**src/rtl/ips_defs.svh**
```systemverilog
`ifndef IPS_DEFS_SVH
`define IPS_DEFS_SVH

// Register offsets inside the special-function page.
`define IPS_OFS_IE1      4'h0
`define IPS_OFS_IE2      4'h1
`define IPS_OFS_IFG1     4'h2
`define IPS_OFS_IFG2     4'h3
`define IPS_OFS_ME1      4'h4
`define IPS_OFS_ME2      4'h5
`define IPS_SFR_BYTES    6
`define IPS_SFR_PAGE     12'h000

// Implemented bits and reset image, byte n of the image is offset n.
`define IPS_SFR_MASK     48'h0300_831f_870f
`define IPS_SFR_RST      48'h0000_0202_0000

// Bit positions in the 48-bit image.
`define IPS_B_WDT_EN     0
`define IPS_B_OF_EN      1
`define IPS_B_P00IE      2
`define IPS_B_P01IE      3
`define IPS_B_RXIE       8
`define IPS_B_TXIE       9
`define IPS_B_TP_EN      10
`define IPS_B_BT_EN      15
`define IPS_B_WDT        16
`define IPS_B_OF         17
`define IPS_B_P00        18
`define IPS_B_P01        19
`define IPS_B_NMI        20
`define IPS_B_RX         24
`define IPS_B_TX         25
`define IPS_B_BT         31
`define IPS_B_RXE        40
`define IPS_B_TXE        41

// Vector table base and request priorities.
`define IPS_VEC_BASE     16'hffe0
`define IPS_P_RESET      4'hf
`define IPS_P_NMI        4'he
`define IPS_P_P00        4'hd
`define IPS_P_P01        4'hc
`define IPS_P_WDT        4'ha
`define IPS_P_TA0        4'h9
`define IPS_P_TA         4'h8
`define IPS_P_RX         4'h7
`define IPS_P_TX         4'h6
`define IPS_P_TP         4'h4
`define IPS_P_P2         4'h3
`define IPS_P_P1         4'h2
`define IPS_P_BT         4'h1
`define IPS_P_P0U        4'h0

`endif

```
**src/rtl/ips_pkg.sv**
```systemverilog
`default_nettype none
package ips_pkg;
   typedef logic [15:0] ips_addr_t;
   typedef logic [7:0]  ips_byte_t;
   typedef logic [3:0]  ips_prio_t;
   typedef logic [15:0] ips_req_t;
endpackage
`default_nettype wire

```
**src/rtl/ips_enc_if.sv**
```systemverilog
`default_nettype none
interface ips_enc_if;
   import ips_pkg::*;
   ips_req_t  req;
   logic      valid;
   ips_prio_t idx;
   modport enc (input req, output valid, output idx);
   modport ctl (output req, input valid, input idx);
endinterface
`default_nettype wire

```
**src/rtl/ips_prio_enc.sv**
```systemverilog
`default_nettype none
module ips_prio_enc (
   ips_enc_if.enc e
);
   import ips_pkg::*;

   // Later loop passes overwrite earlier ones, so the top set bit wins.
   always_comb begin
      e.valid = |e.req;
      e.idx   = '0;
      for (int i = 0; i < 16; i++) begin
         if (e.req[i]) begin
            e.idx = 4'(i);
         end
      end
   end
endmodule
`default_nettype wire

```
**src/rtl/ips_sfr_bit.sv**
```systemverilog
`default_nettype none
module ips_sfr_bit #(
   parameter logic RST = 1'b0
) (
   input  wire logic clk,
   input  wire logic rst,
   input  wire logic set,
   input  wire logic clr,
   input  wire logic wr,
   input  wire logic wdat,
   output var  logic q
);
   logic q_q;
   logic q_d;

   // A hardware set outranks a software write or an acknowledge clear.
   always_comb begin
      q_d = q_q;
      if (set) begin
         q_d = 1'b1;
      end else if (wr) begin
         q_d = wdat;
      end else if (clr) begin
         q_d = 1'b0;
      end
   end

   always_ff @(posedge clk) begin
      if (rst) begin
         q_q <= RST;
      end else begin
         q_q <= q_d;
      end
   end

   assign q = q_q;
endmodule
`default_nettype wire

```
**src/rtl/ips_sfr_irq.sv**
```systemverilog
`include "ips_defs.svh"
`default_nettype none
// Notes on behaviour
// - Any reset source requests vector FFFEh, priority 15.
// - Pin NMI and oscillator fault share FFFCh.
// - Pin NMI ignores every enable bit.
// - Oscillator fault obeys its enable, not global.
// - Port-0 bit 1 request: priority 12, FFF8h.
// - Port-0 bits 2-7 share priority 0, FFE0h.
// - Any port-2 flag requests priority 3, FFE6h.
// - Any port-1 flag requests priority 2, FFE4h.
// - Timer A and timer-port flags stay in their modules; lines only.
// - Enable and flag bits live at 0000h-000Fh.
// - Unassigned special-function bits hold no storage.
// - Watchdog flag set on overflow or key violation.
// - Watchdog flag cleared by power-on or pin reset.
// - Oscillator fault flag sets on fault, resets to one.
// - Pin NMI event sets the NMI flag.
// - 03h: receive, transmit (reset one), basic timer.
// - 05h bit 0: receive or SPI enable.
// - 05h bit 1: transmit enable, none in SPI.
// - Read/write zero-reset bits cleared by power-up clear.
// - Individual enables for port-0 bits 0-1, watchdog, oscillator fault, receive, transmit, timer-port, basic timer only.
// - Vectors fill top sixteen words, handler addresses.
// - Any taken request wakes the core.
module ips_sfr_irq (
   input  wire logic              clk,
   input  wire logic              sys_rst,
   input  wire logic              por_event,
   input  wire logic              rst_pin_reset,
   input  wire logic              nmi_pin,
   input  wire logic              wdt_overflow,
   input  wire logic              wdt_key_violation,
   input  wire logic              wdt_interval_mode,
   input  wire logic              osc_fault_det,
   input  wire logic              port0_bit0_set,
   input  wire logic              port0_bit1_set,
   input  wire logic              serial_rx_set,
   input  wire logic              serial_tx_set,
   input  wire logic              basic_timer_set,
   input  wire logic [5:0]        port0_upper_flags,
   input  wire logic [7:0]        port1_flags,
   input  wire logic [7:0]        port2_flags,
   input  wire logic              timer_port_req,
   input  wire logic              timer_a_cc0_req,
   input  wire logic              timer_a_req,
   input  wire logic              sync_mode,
   input  wire logic              global_irq_enable,
   input  wire ips_pkg::ips_addr_t sfr_addr,
   input  wire logic              sfr_rd,
   input  wire logic              sfr_wr,
   input  wire ips_pkg::ips_byte_t sfr_wdata,
   output var  ips_pkg::ips_byte_t sfr_rdata,
   output var  logic              irq_req,
   output var  ips_pkg::ips_addr_t irq_vec_addr,
   input  wire logic              irq_ack,
   output var  logic              cpu_wake,
   output var  logic              system_reset_req,
   output var  logic              serial_rx_module_enable,
   output var  logic              serial_tx_module_enable,
   output var  logic              sync_serial_module_enable
);
   import ips_pkg::*;

   localparam logic [47:0] SFR_MASK = `IPS_SFR_MASK;
   localparam logic [47:0] SFR_RST  = `IPS_SFR_RST;

   function automatic ips_addr_t vec_of(input ips_prio_t p);
      vec_of = `IPS_VEC_BASE | {11'h000, p, 1'b0};
   endfunction

   // Reset-pin NMI synchroniser and edge detector.
   logic nmi_s1_q;
   logic nmi_s2_q;
   logic nmi_s3_q;
   logic nmi_lvl_q;
   logic nmi_lvl_d;
   logic nmi_edge;

   // The level only moves once the last two stages agree.
   always_comb begin
      nmi_lvl_d = nmi_lvl_q;
      if (nmi_s2_q == nmi_s3_q) begin
         nmi_lvl_d = nmi_s3_q;
      end
   end

   always_ff @(posedge clk) begin
      if (sys_rst) begin
         nmi_s1_q  <= 1'b0;
         nmi_s2_q  <= 1'b0;
         nmi_s3_q  <= 1'b0;
         nmi_lvl_q <= 1'b0;
      end else begin
         nmi_s1_q  <= nmi_pin;
         nmi_s2_q  <= nmi_s1_q;
         nmi_s3_q  <= nmi_s2_q;
         nmi_lvl_q <= nmi_lvl_d;
      end
   end

   assign nmi_edge = nmi_lvl_d & ~nmi_lvl_q;

   // Register bus decode for the special-function page.
   logic       sfr_hit;
   logic [3:0] sfr_ofs;
   logic [5:0] byte_wr;

   assign sfr_hit = sfr_addr[15:4] == `IPS_SFR_PAGE;
   assign sfr_ofs = sfr_addr[3:0];

   always_comb begin
      for (int k = 0; k < `IPS_SFR_BYTES; k++) begin
         byte_wr[k] = sfr_wr && sfr_hit && sfr_ofs == 4'(k);
      end
   end

   // Per-bit set, clear and reset terms of the register image.
   logic [47:0] img;
   logic [47:0] set_v;
   logic [47:0] clr_v;
   logic [47:0] rst_v;
   logic        ack_p;
   ips_prio_t   prio_q;

   always_comb begin
      set_v = '0;
      set_v[`IPS_B_WDT] = wdt_overflow | wdt_key_violation;
      set_v[`IPS_B_OF]  = osc_fault_det;
      set_v[`IPS_B_P00] = port0_bit0_set;
      set_v[`IPS_B_P01] = port0_bit1_set;
      set_v[`IPS_B_NMI] = nmi_edge;
      set_v[`IPS_B_RX]  = serial_rx_set;
      set_v[`IPS_B_TX]  = serial_tx_set;
      set_v[`IPS_B_BT]  = basic_timer_set;
   end

   // Single-source flags clear when their vector is taken. Shared
   // sources are left to the handler, which must find the cause.
   always_comb begin
      clr_v = '0;
      clr_v[`IPS_B_P00] = ack_p && prio_q == `IPS_P_P00;
      clr_v[`IPS_B_P01] = ack_p && prio_q == `IPS_P_P01;
      clr_v[`IPS_B_WDT] = ack_p && prio_q == `IPS_P_WDT;
      clr_v[`IPS_B_RX]  = ack_p && prio_q == `IPS_P_RX;
      clr_v[`IPS_B_TX]  = ack_p && prio_q == `IPS_P_TX;
      clr_v[`IPS_B_BT]  = ack_p && prio_q == `IPS_P_BT;
   end

   // The watchdog flag survives a watchdog-caused clear so that
   // software can tell the reset causes apart.
   always_comb begin
      rst_v = {48{sys_rst}};
      rst_v[`IPS_B_WDT] = sys_rst & (por_event | rst_pin_reset);
   end

   genvar gi;
   generate
      for (gi = 0; gi < 48; gi++) begin : g_bit
         if (SFR_MASK[gi]) begin : g_on
            ips_sfr_bit #(
               .RST (SFR_RST[gi])
            ) u_bit (
               .clk  (clk),
               .rst  (rst_v[gi]),
               .set  (set_v[gi]),
               .clr  (clr_v[gi]),
               .wr   (byte_wr[gi / 8]),
               .wdat (sfr_wdata[gi % 8]),
               .q    (img[gi])
            );
         end else begin : g_off
            assign img[gi] = 1'b0;
         end
      end
   endgenerate

   // Registered read data; everything outside the map reads zero.
   ips_byte_t rdata_q;
   ips_byte_t rdata_d;

   always_comb begin
      rdata_d = '0;
      if (sfr_rd && sfr_hit && sfr_ofs < 4'(`IPS_SFR_BYTES)) begin
         rdata_d = img[8 * sfr_ofs +: 8];
      end
   end

   always_ff @(posedge clk) begin
      if (sys_rst) begin
         rdata_q <= '0;
      end else begin
         rdata_q <= rdata_d;
      end
   end

   assign sfr_rdata = rdata_q;

   // Request vector, one bit per priority level.
   ips_enc_if enc ();
   logic glb_en;

   assign glb_en = global_irq_enable;

   logic rst_pend_q;

   always_comb begin
      enc.req = '0;
      enc.req[`IPS_P_RESET] = rst_pend_q;
      enc.req[`IPS_P_NMI]   = img[`IPS_B_NMI]
                            | (img[`IPS_B_OF] & img[`IPS_B_OF_EN]);
      enc.req[`IPS_P_P00]   = img[`IPS_B_P00] & img[`IPS_B_P00IE] & glb_en;
      enc.req[`IPS_P_P01]   = img[`IPS_B_P01] & img[`IPS_B_P01IE]
                            & glb_en;
      enc.req[`IPS_P_WDT]   = img[`IPS_B_WDT] & img[`IPS_B_WDT_EN]
                            & wdt_interval_mode & glb_en;
      enc.req[`IPS_P_TA0]   = timer_a_cc0_req & glb_en;
      enc.req[`IPS_P_TA]    = timer_a_req & glb_en;
      enc.req[`IPS_P_RX]    = img[`IPS_B_RX] & img[`IPS_B_RXIE] & glb_en;
      enc.req[`IPS_P_TX]    = img[`IPS_B_TX] & img[`IPS_B_TXIE] & glb_en;
      enc.req[`IPS_P_TP]    = timer_port_req & img[`IPS_B_TP_EN] & glb_en;
      enc.req[`IPS_P_P2]    = (|port2_flags) & glb_en;
      enc.req[`IPS_P_P1]    = (|port1_flags) & glb_en;
      enc.req[`IPS_P_BT]    = img[`IPS_B_BT] & img[`IPS_B_BT_EN] & glb_en;
      enc.req[`IPS_P_P0U]   = (|port0_upper_flags) & glb_en;
   end

   ips_prio_enc u_enc (
      .e (enc.enc)
   );

   // Presented request and vector. The cycle after an acknowledge is
   // forced idle, so a flag that the acknowledge clears is never
   // presented a second time from stale state.
   logic      req_q;
   logic      req_d;
   ips_prio_t prio_d;
   ips_addr_t vec_q;
   ips_addr_t vec_d;
   logic      rst_pend_d;
   logic      sysrst_q;
   logic      sysrst_d;

   assign ack_p = irq_ack & req_q;

   always_comb begin
      req_d  = enc.valid & ~ack_p;
      prio_d = enc.idx;
      vec_d  = vec_of(enc.idx);
      rst_pend_d = rst_pend_q;
      if (ack_p && prio_q == `IPS_P_RESET) begin
         rst_pend_d = 1'b0;
      end
      sysrst_d = por_event | rst_pin_reset | wdt_key_violation
               | (wdt_overflow & ~wdt_interval_mode);
   end

   always_ff @(posedge clk) begin
      if (sys_rst) begin
         req_q      <= 1'b0;
         prio_q     <= '0;
         vec_q      <= '0;
         rst_pend_q <= 1'b1;
         sysrst_q   <= 1'b0;
      end else begin
         req_q      <= req_d;
         prio_q     <= prio_d;
         vec_q      <= vec_d;
         rst_pend_q <= rst_pend_d;
         sysrst_q   <= sysrst_d;
      end
   end

   assign irq_req          = req_q;
   assign irq_vec_addr     = vec_q;
   assign cpu_wake         = req_q;
   assign system_reset_req = sysrst_q;

   // Module enables; bit 0 changes meaning with the serial mode.
   assign serial_rx_module_enable   = img[`IPS_B_RXE] & ~sync_mode;
   assign sync_serial_module_enable = img[`IPS_B_RXE] & sync_mode;
   assign serial_tx_module_enable   = img[`IPS_B_TXE] & ~sync_mode;

   logic ack_free;
   assign ack_free = !(irq_ack && irq_req);
endmodule
`default_nettype wire

```
**config.mk**
```make
export PLATFORM = sky130hd
export DESIGN_NAME = ips_sfr_irq
export DESIGN_NICKNAME = d
export VERILOG_FILES = /design/src/rtl/ips_pkg.sv /design/src/rtl/ips_enc_if.sv /design/src/rtl/ips_prio_enc.sv /design/src/rtl/ips_sfr_bit.sv /design/src/rtl/ips_sfr_irq.sv
export VERILOG_INCLUDE_DIRS = /design/src /design/src/rtl
export SDC_FILE = /design/constraint.sdc
export NUM_CORES = 1
export LEC_CHECK = 0
export BUFFER_PORTS_ARGS = -buffer_cell sky130_fd_sc_hd__clkbuf_2
export CORE_MARGIN = 5
export CORE_UTILIZATION = 49
export DETAILED_ROUTE_END_ITERATION = 6
export HOLD_SLACK_MARGIN = 0.06
export PLACE_DENSITY_LB_ADDON = 0.1
export SYNTH_ARGS = -nofsm -noshare
export SYNTH_HDL_FRONTEND = slang
export SYNTH_HIERARCHICAL = 1
export SYNTH_SLANG_ARGS = --single-unit
```
**constraint.sdc**
```tcl
create_clock -name clk -period 2.9 [get_ports clk]
set_clock_uncertainty 0.05 [all_clocks]
set_input_delay 0.725 -clock clk [delete_from_list [all_inputs] [get_ports clk]]
set_output_delay 0.725 -clock clk [all_outputs]
set_load 0.02 [all_outputs]
```
==> impl_results.md, run 1 <==
- Status: complete, no violations
- Clk_lat worst skew: 0.29 ns
- DIE WIDTH: 73.8 um
- Critical path data arrival time: 2.37 ns
- Placed cells: 389
- Core area: 3970 sq um
- Die H: 73.8 um
- Post-CTS Hold Fix Bufs: 0
- Crit path max-delay family: simple AND/OR/NAND/NOR gates
- # Post-CTS Setup Buffers: 0
- GP Congestion: 0.850
- Register bit count reported by yosys: 36
- Non-Filler Instances: 397
- Vias: 1989
- # diodes: 0
- Share of cells above drive strength 1: 33.7%
- CP max-delay cell: nor4_2
- Top cells by area, synth: dfxtp_1 36%, a21oi_1 8.5%, or3b_1 7.5%, buf_4 5.6%, nor2b_1 3.1%
- Crit path max fanout: 8
- Fill cells: 373
- Synth-to-Final Area Change: 31.6%
- Top-count cell post-synth: dfxtp_1
- CP Capture Type: flop
- I/O Pins: 98
- Met3 usage: 5.34%
- TritonCTS clock tree: done
- Seq/Total Area, Yosys: 36.1%
- Mapped Cells: 230
- Peak Freq: 0.454 GHz
- Slew Viols, Final: 0
- Ys Warns: 6
- GR Overflow Total: 0
- CTS max path bufs: 2
- Cell mode on critical path: a21oi_1
- Worst slew pin tran: 0.667 ns
- Leakage: 1.22 nW
- Pwr Density: 418 nW/um^2
- Hold Fails Final Rpt: 0
- GR Util All Layers: 18.5%
- Avg Cell Area, Syn: 8.68 sq um
- Root buf cell: clkbuf_8
- Routed WL: 5.05 mm
- Hold Crit Class: flop to flop
- TritonRoute pass-1 iters: 4
- Final setup fails: 0
- Slew HR: 55.2%
- Tmin final: 2.20 ns
- TNS Setup: 0 ns
- Global-route wire length before repair: 7.72 mm
- Reg clk slew, reported paths: 0.07 ns
- Unique masters post-synth: 47
- Tcrit/Tclk final: 76.0%
- FF/Latch Area: 721 sq um
- Crit path largest cell delay: 0.66 ns
- GR Layer Usage met1: 23.5%
- Critical path data required time: 3.07 ns
- Synth Cell Area: 2000 sq um
- Buffers on Ports: 92
- Critical Path Start Type: input pin
- Area occupied by multi-input gates: 1250 sq um
- Cell row count: 23
- Final Core Density: 66.1%
- Post-route design area: 2630 sq um
- Bufs and invs on worst path: 1
- H-tree depth: 2
- Max IR drop VDD: 0.201 mV
- Vias in the first global route: 1738
- Routed WL per cell: 12.7 um
- Largest net degree at the start of global routing: 28
- Initial antenna violation count: 0
- Max-cap violations: 0
- # clock sinks: 36
- Post-route ant nets: 0
- DR vias/cell: 5.01
- CP Class: input pin to flop
- Drt initial violations: 92
- Most instantiated cells after synthesis: 36 x dfxtp_1, 34 x a21oi_1, 17 x or3b_1, 15 x buf_4, 14 x nor2_1
- Die area: 5450 sq um
- Post-layout nets: 414
- Asr flop ratio synth: 0%
- Most used DFF post-synth: dfxtp_1
- HPWL after detailed placement: 4.06 mm
- Gr busiest metal: met2
- Number of synthesized flops with an enable pin: 0
- Area after DPL: 2530 sq um
- DRC viols: 0
- Post-CTS resize count: 0
- Biggest area consumer among synthesized cells: dfxtp_1
- Met2 usage: 29.7%
- Total power: 1.10 mW
- CP cell instances: clkbuf_2 -> nor4_1 -> nand4_1 -> nor4_2 -> a21oi_1 -> a21oi_1
- Starting Density: 50.3%
- Unrepaired setup endpoints after global routing: no
- Yosys top cell area share: 36.1%
- CTS Buf Count: 5
[metrics by stage]
stage | hold WS (ns) | setup slack (ns)
after floorplan | 0.364 | 0.723
after global placement | 0.390 | 0.459
after global routing | 0.426 | 0.451
final | 0.402 | 0.697
after detailed placement | 0.389 | 0.390
after CTS | 0.406 | 0.698
[power breakdown]
group	total (mW)	switching (mW)	leakage (nW)	internal, mW
registers	0.536	0.0190	0.298	0.517
clock network	0.372	0.179	0.0445	0.193
logic	0.190	0.101	0.875	0.0890
[cells by family after synthesis]
| family | Yosys count | share of synthesized area, % |
|---|---|---|
| simple gates | 110 | 36.1 |
| compound gates | 55 | 16.6 |
| flops | 36 | 36.1 |
| buf+inv | 21 | 7.21 |
| mux | 7 | 3.76 |
| other cells | 1 | 0.188 |
[registers in the layout, summed over array words and instances, names as in the netlist]
register            count
system_reset_req        1
irq_vec_addr            5
nmi_s1_q                1
nmi_s3_q                1
rst_pend_q              1
nmi_lvl_q               1
cpu_wake                1
sfr_rdata               6
g_bit.g_on.u_bit/q     18
nmi_s2_q                1
[area by class of cell]
class                           instances  share of cell area (%)
Clock buffer                            7                    3.29
Tap cell                               50                    2.38
Inverter                                2                   0.286
Timing Repair Buffer                   96                    18.7
Clock inverter                          1                   0.286
Multi-Input combinational cell        205                    47.6
Sequential cell                        36                    27.4
[final timing paths]
path | slack (ns) | cells past startpoint | endpoint | from
setup / recovery | 0.70 | 6 | g_bit[0].g_on.u_bit/q | sfr_addr[3]
hold / removal | 0.40 | 1 | nmi_s2_q | nmi_s1_q
setup reg to reg | 1.40 | 5 | cpu_wake | g_bit[9].g_on.u_bit/q
hold reg to reg | 0.40 | 1 | nmi_s2_q | nmi_s1_q
[layer usage]
metal	part of all wire, %	up-vias	routed length (um)
li1	-	1035	-
met1	43	887	2160
met2	49	59	2460
met3	7.2	8	363
met4	1.4	0	72
met5	0	-	0
[placed cells by master (no fill, tap or decap), types with 2 or more instances in the layout]
master,Yosys,routed
o31ai_1,2,2
a21o_1,2,2
mux2i_1,3,3
nor4_1,9,9
or3b_1,17,17
and3_1,7,7
clkbuf_2,0,92
a211oi_2,2,2
clkbuf_8,0,6
inv_1,2,2
and2_1,3,3
o21ai_1,2,2
nor2b_1,10,10
nand2b_1,7,7
mux2_2,4,4
nand2_1,8,8
nor3_1,9,9
dfxtp_1,36,36
o21ai_0,2,2
nor4_2,4,4
a211oi_1,2,2
nand3_1,6,6
or2_2,2,2
a21boi_0,2,2
nand3b_1,3,3
nor2_1,14,14
buf_4,15,4
a22oi_1,2,2
a21oi_1,34,34
conb_1,1,33
Power figures use the tool's default switching activity.
==> run 2, diff against run 1 <==
ABC_AREA = 1   (was not set)
CORE_UTILIZATION = 47   (was 49)
clock period = 2.16 ns   (was 2.9 ns; I/O delays follow)
==> run 2 against run 1 <==
Worst setup slack worse by 0.26 ns. Register-to-register slack worse by 0.72 ns. Final cell count is 32% higher.
==> impl_results.md, run 2 <==
- Top cells by area, synth: dfxtp_1 33%, nand2_1 13%, inv_1 13%, nor2_1 10%, a21oi_1 8.3%
- Max-cap violations: 0
- Max IR drop VDD: 0.380 mV
- Ys Warns: 6
- Sw Ratio: 27.1%
- # diodes: 0
- Psw: 0.428 mW
- Post-layout nets: 541
- Unique masters post-synth: 32
- Share of cells above drive strength 1: 25.3%
- Largest net degree at the start of global routing: 18
- Critical path data arrival time: 1.84 ns
- Global-route wire length before repair: 9.05 mm
- TritonCTS clock tree: done
- Commonest non-fill, non-tap cells in the layout: 92 x clkbuf_2, 75 x nand2_1, 74 x inv_1, 59 x nor2_1
- Drt initial violations: 112
- DR vias/cell: 4.50
- Crit path max fanout: 4
- Post-route design area: 2850 sq um
- I/O Pins: 98
- CP Class: input pin to flop
- Status: complete, no violations
- Top-count cell post-synth: nand2_1
- Die area: 6100 sq um
- Max reg flops: 18
- Root buf cell: clkbuf_8
- Hold Fails Final Rpt: 0
- CTS Buf Count: 5
- Routed WL per cell: 10.3 um
- Adder-cell share of the synthesized area: 0%
- Most used DFF post-synth: dfxtp_1
- Buffers on Ports: 92
- Simple-gate area share of the yosys netlist: 34.3%
- DRC viols: 0
- Avg Cell Area, Syn: 6.14 sq um
- Mapped Cells: 355
- Leakage: 1.52 nW
- Register bit count reported by yosys: 36
- TNS Setup: 0 ns
- Peak Freq: 0.581 GHz
- TritonRoute pass-1 iters: 4
- Int Power: 1.15 mW
- Biggest area consumer among synthesized cells: dfxtp_1
- HPWL after detailed placement: 4.46 mm
- GP Congestion: 0.844
- Largest family of logic cells by synthesized area: simple AND/OR/NAND/NOR gates
- Slew Viols, Final: 0
- GR Overflow Total: 0
- Non-Filler Instances: 526
- Area after DPL: 2740 sq um
- Vias in the first global route: 2165
- Most instantiated cells after synthesis: 75 x nand2_1, 74 x inv_1, 59 x nor2_1, 36 x a21oi_1, 36 x dfxtp_1
- Seq/Total Area, Yosys: 33.1%
- CTS max path bufs: 2
- Die H: 78.1 um
- Clk_lat worst skew: 0.29 ns
- DIE WIDTH: 78.1 um
- Compound-gate portion of the synthesized area: 12.6%
- CP Capture Type: flop
- Clock network fraction of total power: 36.7%
- Synth-to-Final Area Change: 30.6%
- Critical path data required time: 2.28 ns
- Core area: 4410 sq um
- Sequential cell fraction of total power: 45.6%
- Number of synthesized flops with an enable pin: 0
- Initial antenna violation count: 0
- Commonest non-fill, non-tap cell in the layout: clkbuf_2
- Unrepaired setup endpoints after global routing: no
- H-tree depth: 2
- Routed WL: 5.39 mm
- Critical Path Start Type: input pin
- Post-CTS Hold Fix Bufs: 0
- Tmin final: 1.72 ns
- Asr flop ratio synth: 0%
- Vias: 2367
- GR Util All Layers: 17.7%
- Post-CTS resize count: 0
- Synth Area in XOR/XNOR: 0%
- Hold Crit Class: flop to flop
- Final setup fails: 0
- Post-route ant nets: 0
- Post-synthesis mux area share: 0%
- Synth Cell Area: 2180 sq um
- Comb power frac: 17.7%
- # clock sinks: 36
- Starting Density: 49.4%
- # Post-CTS Setup Buffers: 0
- Tcrit/Tclk final: 79.6%
- Yosys top cell area share: 33.1%
- Reg clk slew, reported paths: 0.07 ns
- Cell row count: 24
- Pwr Density: 555 nW/um^2
- Placed cells: 518
run 2: cell types whose count changed after synthesis, sizes merged, moves of 4 or more:
| cell | before | now |
|---|---|---|
| and3 | 7 | 0 |
| nand2b | 7 | 0 |
| nor2b | 10 | 0 |
| nor2 | 14 | 62 |
| mux2 | 4 | 0 |
| inv | 2 | 77 |
| nor3 | 9 | 3 |
| a211oi | 4 | 0 |
| or3b | 17 | 0 |
| nand2 | 8 | 76 |
| nand3 | 6 | 25 |
| a21oi | 34 | 38 |
| nor4 | 13 | 4 |
run 2: path summary, 6_finish.rpt:
kind / start / to / slack [ns] / cells after the start
worst min-delay path: nmi_s1_q / nmi_s2_q / 0.36 / 2
worst max-delay path: global_irq_enable / irq_vec_addr[1] / 0.44 / 20
worst min register to register: nmi_s1_q / nmi_s2_q / 0.36 / 2
worst max register to register: g_bit[15].g_on.u_bit/q / irq_vec_addr[1] / 0.68 / 18
run 2: cell families (layout without fill, tap and decap cells):
group | after synthesis | in the layout
AOI/OAI and AO/OA | 49 | 49
other | 1 | 29
buffers and inverters | 95 | 186
DFF | 36 | 36
and+or+nand+nor | 174 | 174
run 2: power groups by stage:
stage | Combinational, mW | Sequential, mW | Clock (mW)
after floorplan | 0.174 | 0.739 | 0
after global placement | 0.274 | 0.736 | 0
after detailed placement | 0.279 | 0.736 | 0
after CTS | 0.281 | 0.721 | 0.592
after global routing | 0.318 | 0.726 | 0.611
final | 0.279 | 0.721 | 0.580
run 2: critical path, stage by stage:
cell	delay (ns)
clkbuf_2	0.12
clkinv_1	0.10
a41oi_1	0.26
inv_1	0.07
nand2_1	0.06
nand2_1	0.04
nand2_1	0.05
nand2_1	0.05
nand2_1	0.05
nand2_1	0.04
nand2_1	0.05
nand2_1	0.04
nand2_1	0.05
nand2_1	0.04
nand2_1	0.05
nand2_1	0.04
nand2_1	0.05
nand2_1	0.06
inv_1	0.05
nor2_1	0.03
run 2: routing by layer:
| metal | vias up | routed length, um | track usage (%) |
|---|---|---|---|
| met5 | - | 0 | 0 |
| met4 | 0 | 36 | 3.72 |
| met3 | 5 | 452 | 4.35 |
| met2 | 77 | 2500 | 30.0 |
| met1 | 1001 | 2400 | 22.9 |
| li1 | 1284 | - | - |
run 2: area by class of cell:
type	instances	area (sq um)
Inverter	79	309
Fill cell	443	1570
Tap cell	52	65.1
Timing Repair Buffer	99	513
Clock inverter	2	35.0
Multi-Input combinational cell	252	1130
Sequential cell	36	721
Clock buffer	6	72.6
run 2: metrics by stage:
| step | hold WS, ns | total power, mW | util, % | worst slack [ns] |
|---|---|---|---|---|
| 2_1_floorplan | 0.338 | 0.913 | - | 0.342 |
| 3_3_place_gp | 0.347 | 1.01 | 62.0 | 0.148 |
| 3_5_place_dp | 0.351 | 1.02 | 62.0 | 0.139 |
| 4_1_cts | 0.362 | 1.59 | 64.5 | 0.438 |
| 5_1_grt | 0.395 | 1.66 | 64.5 | 0.238 |
| 6_report | 0.362 | 1.58 | 64.5 | 0.440 |
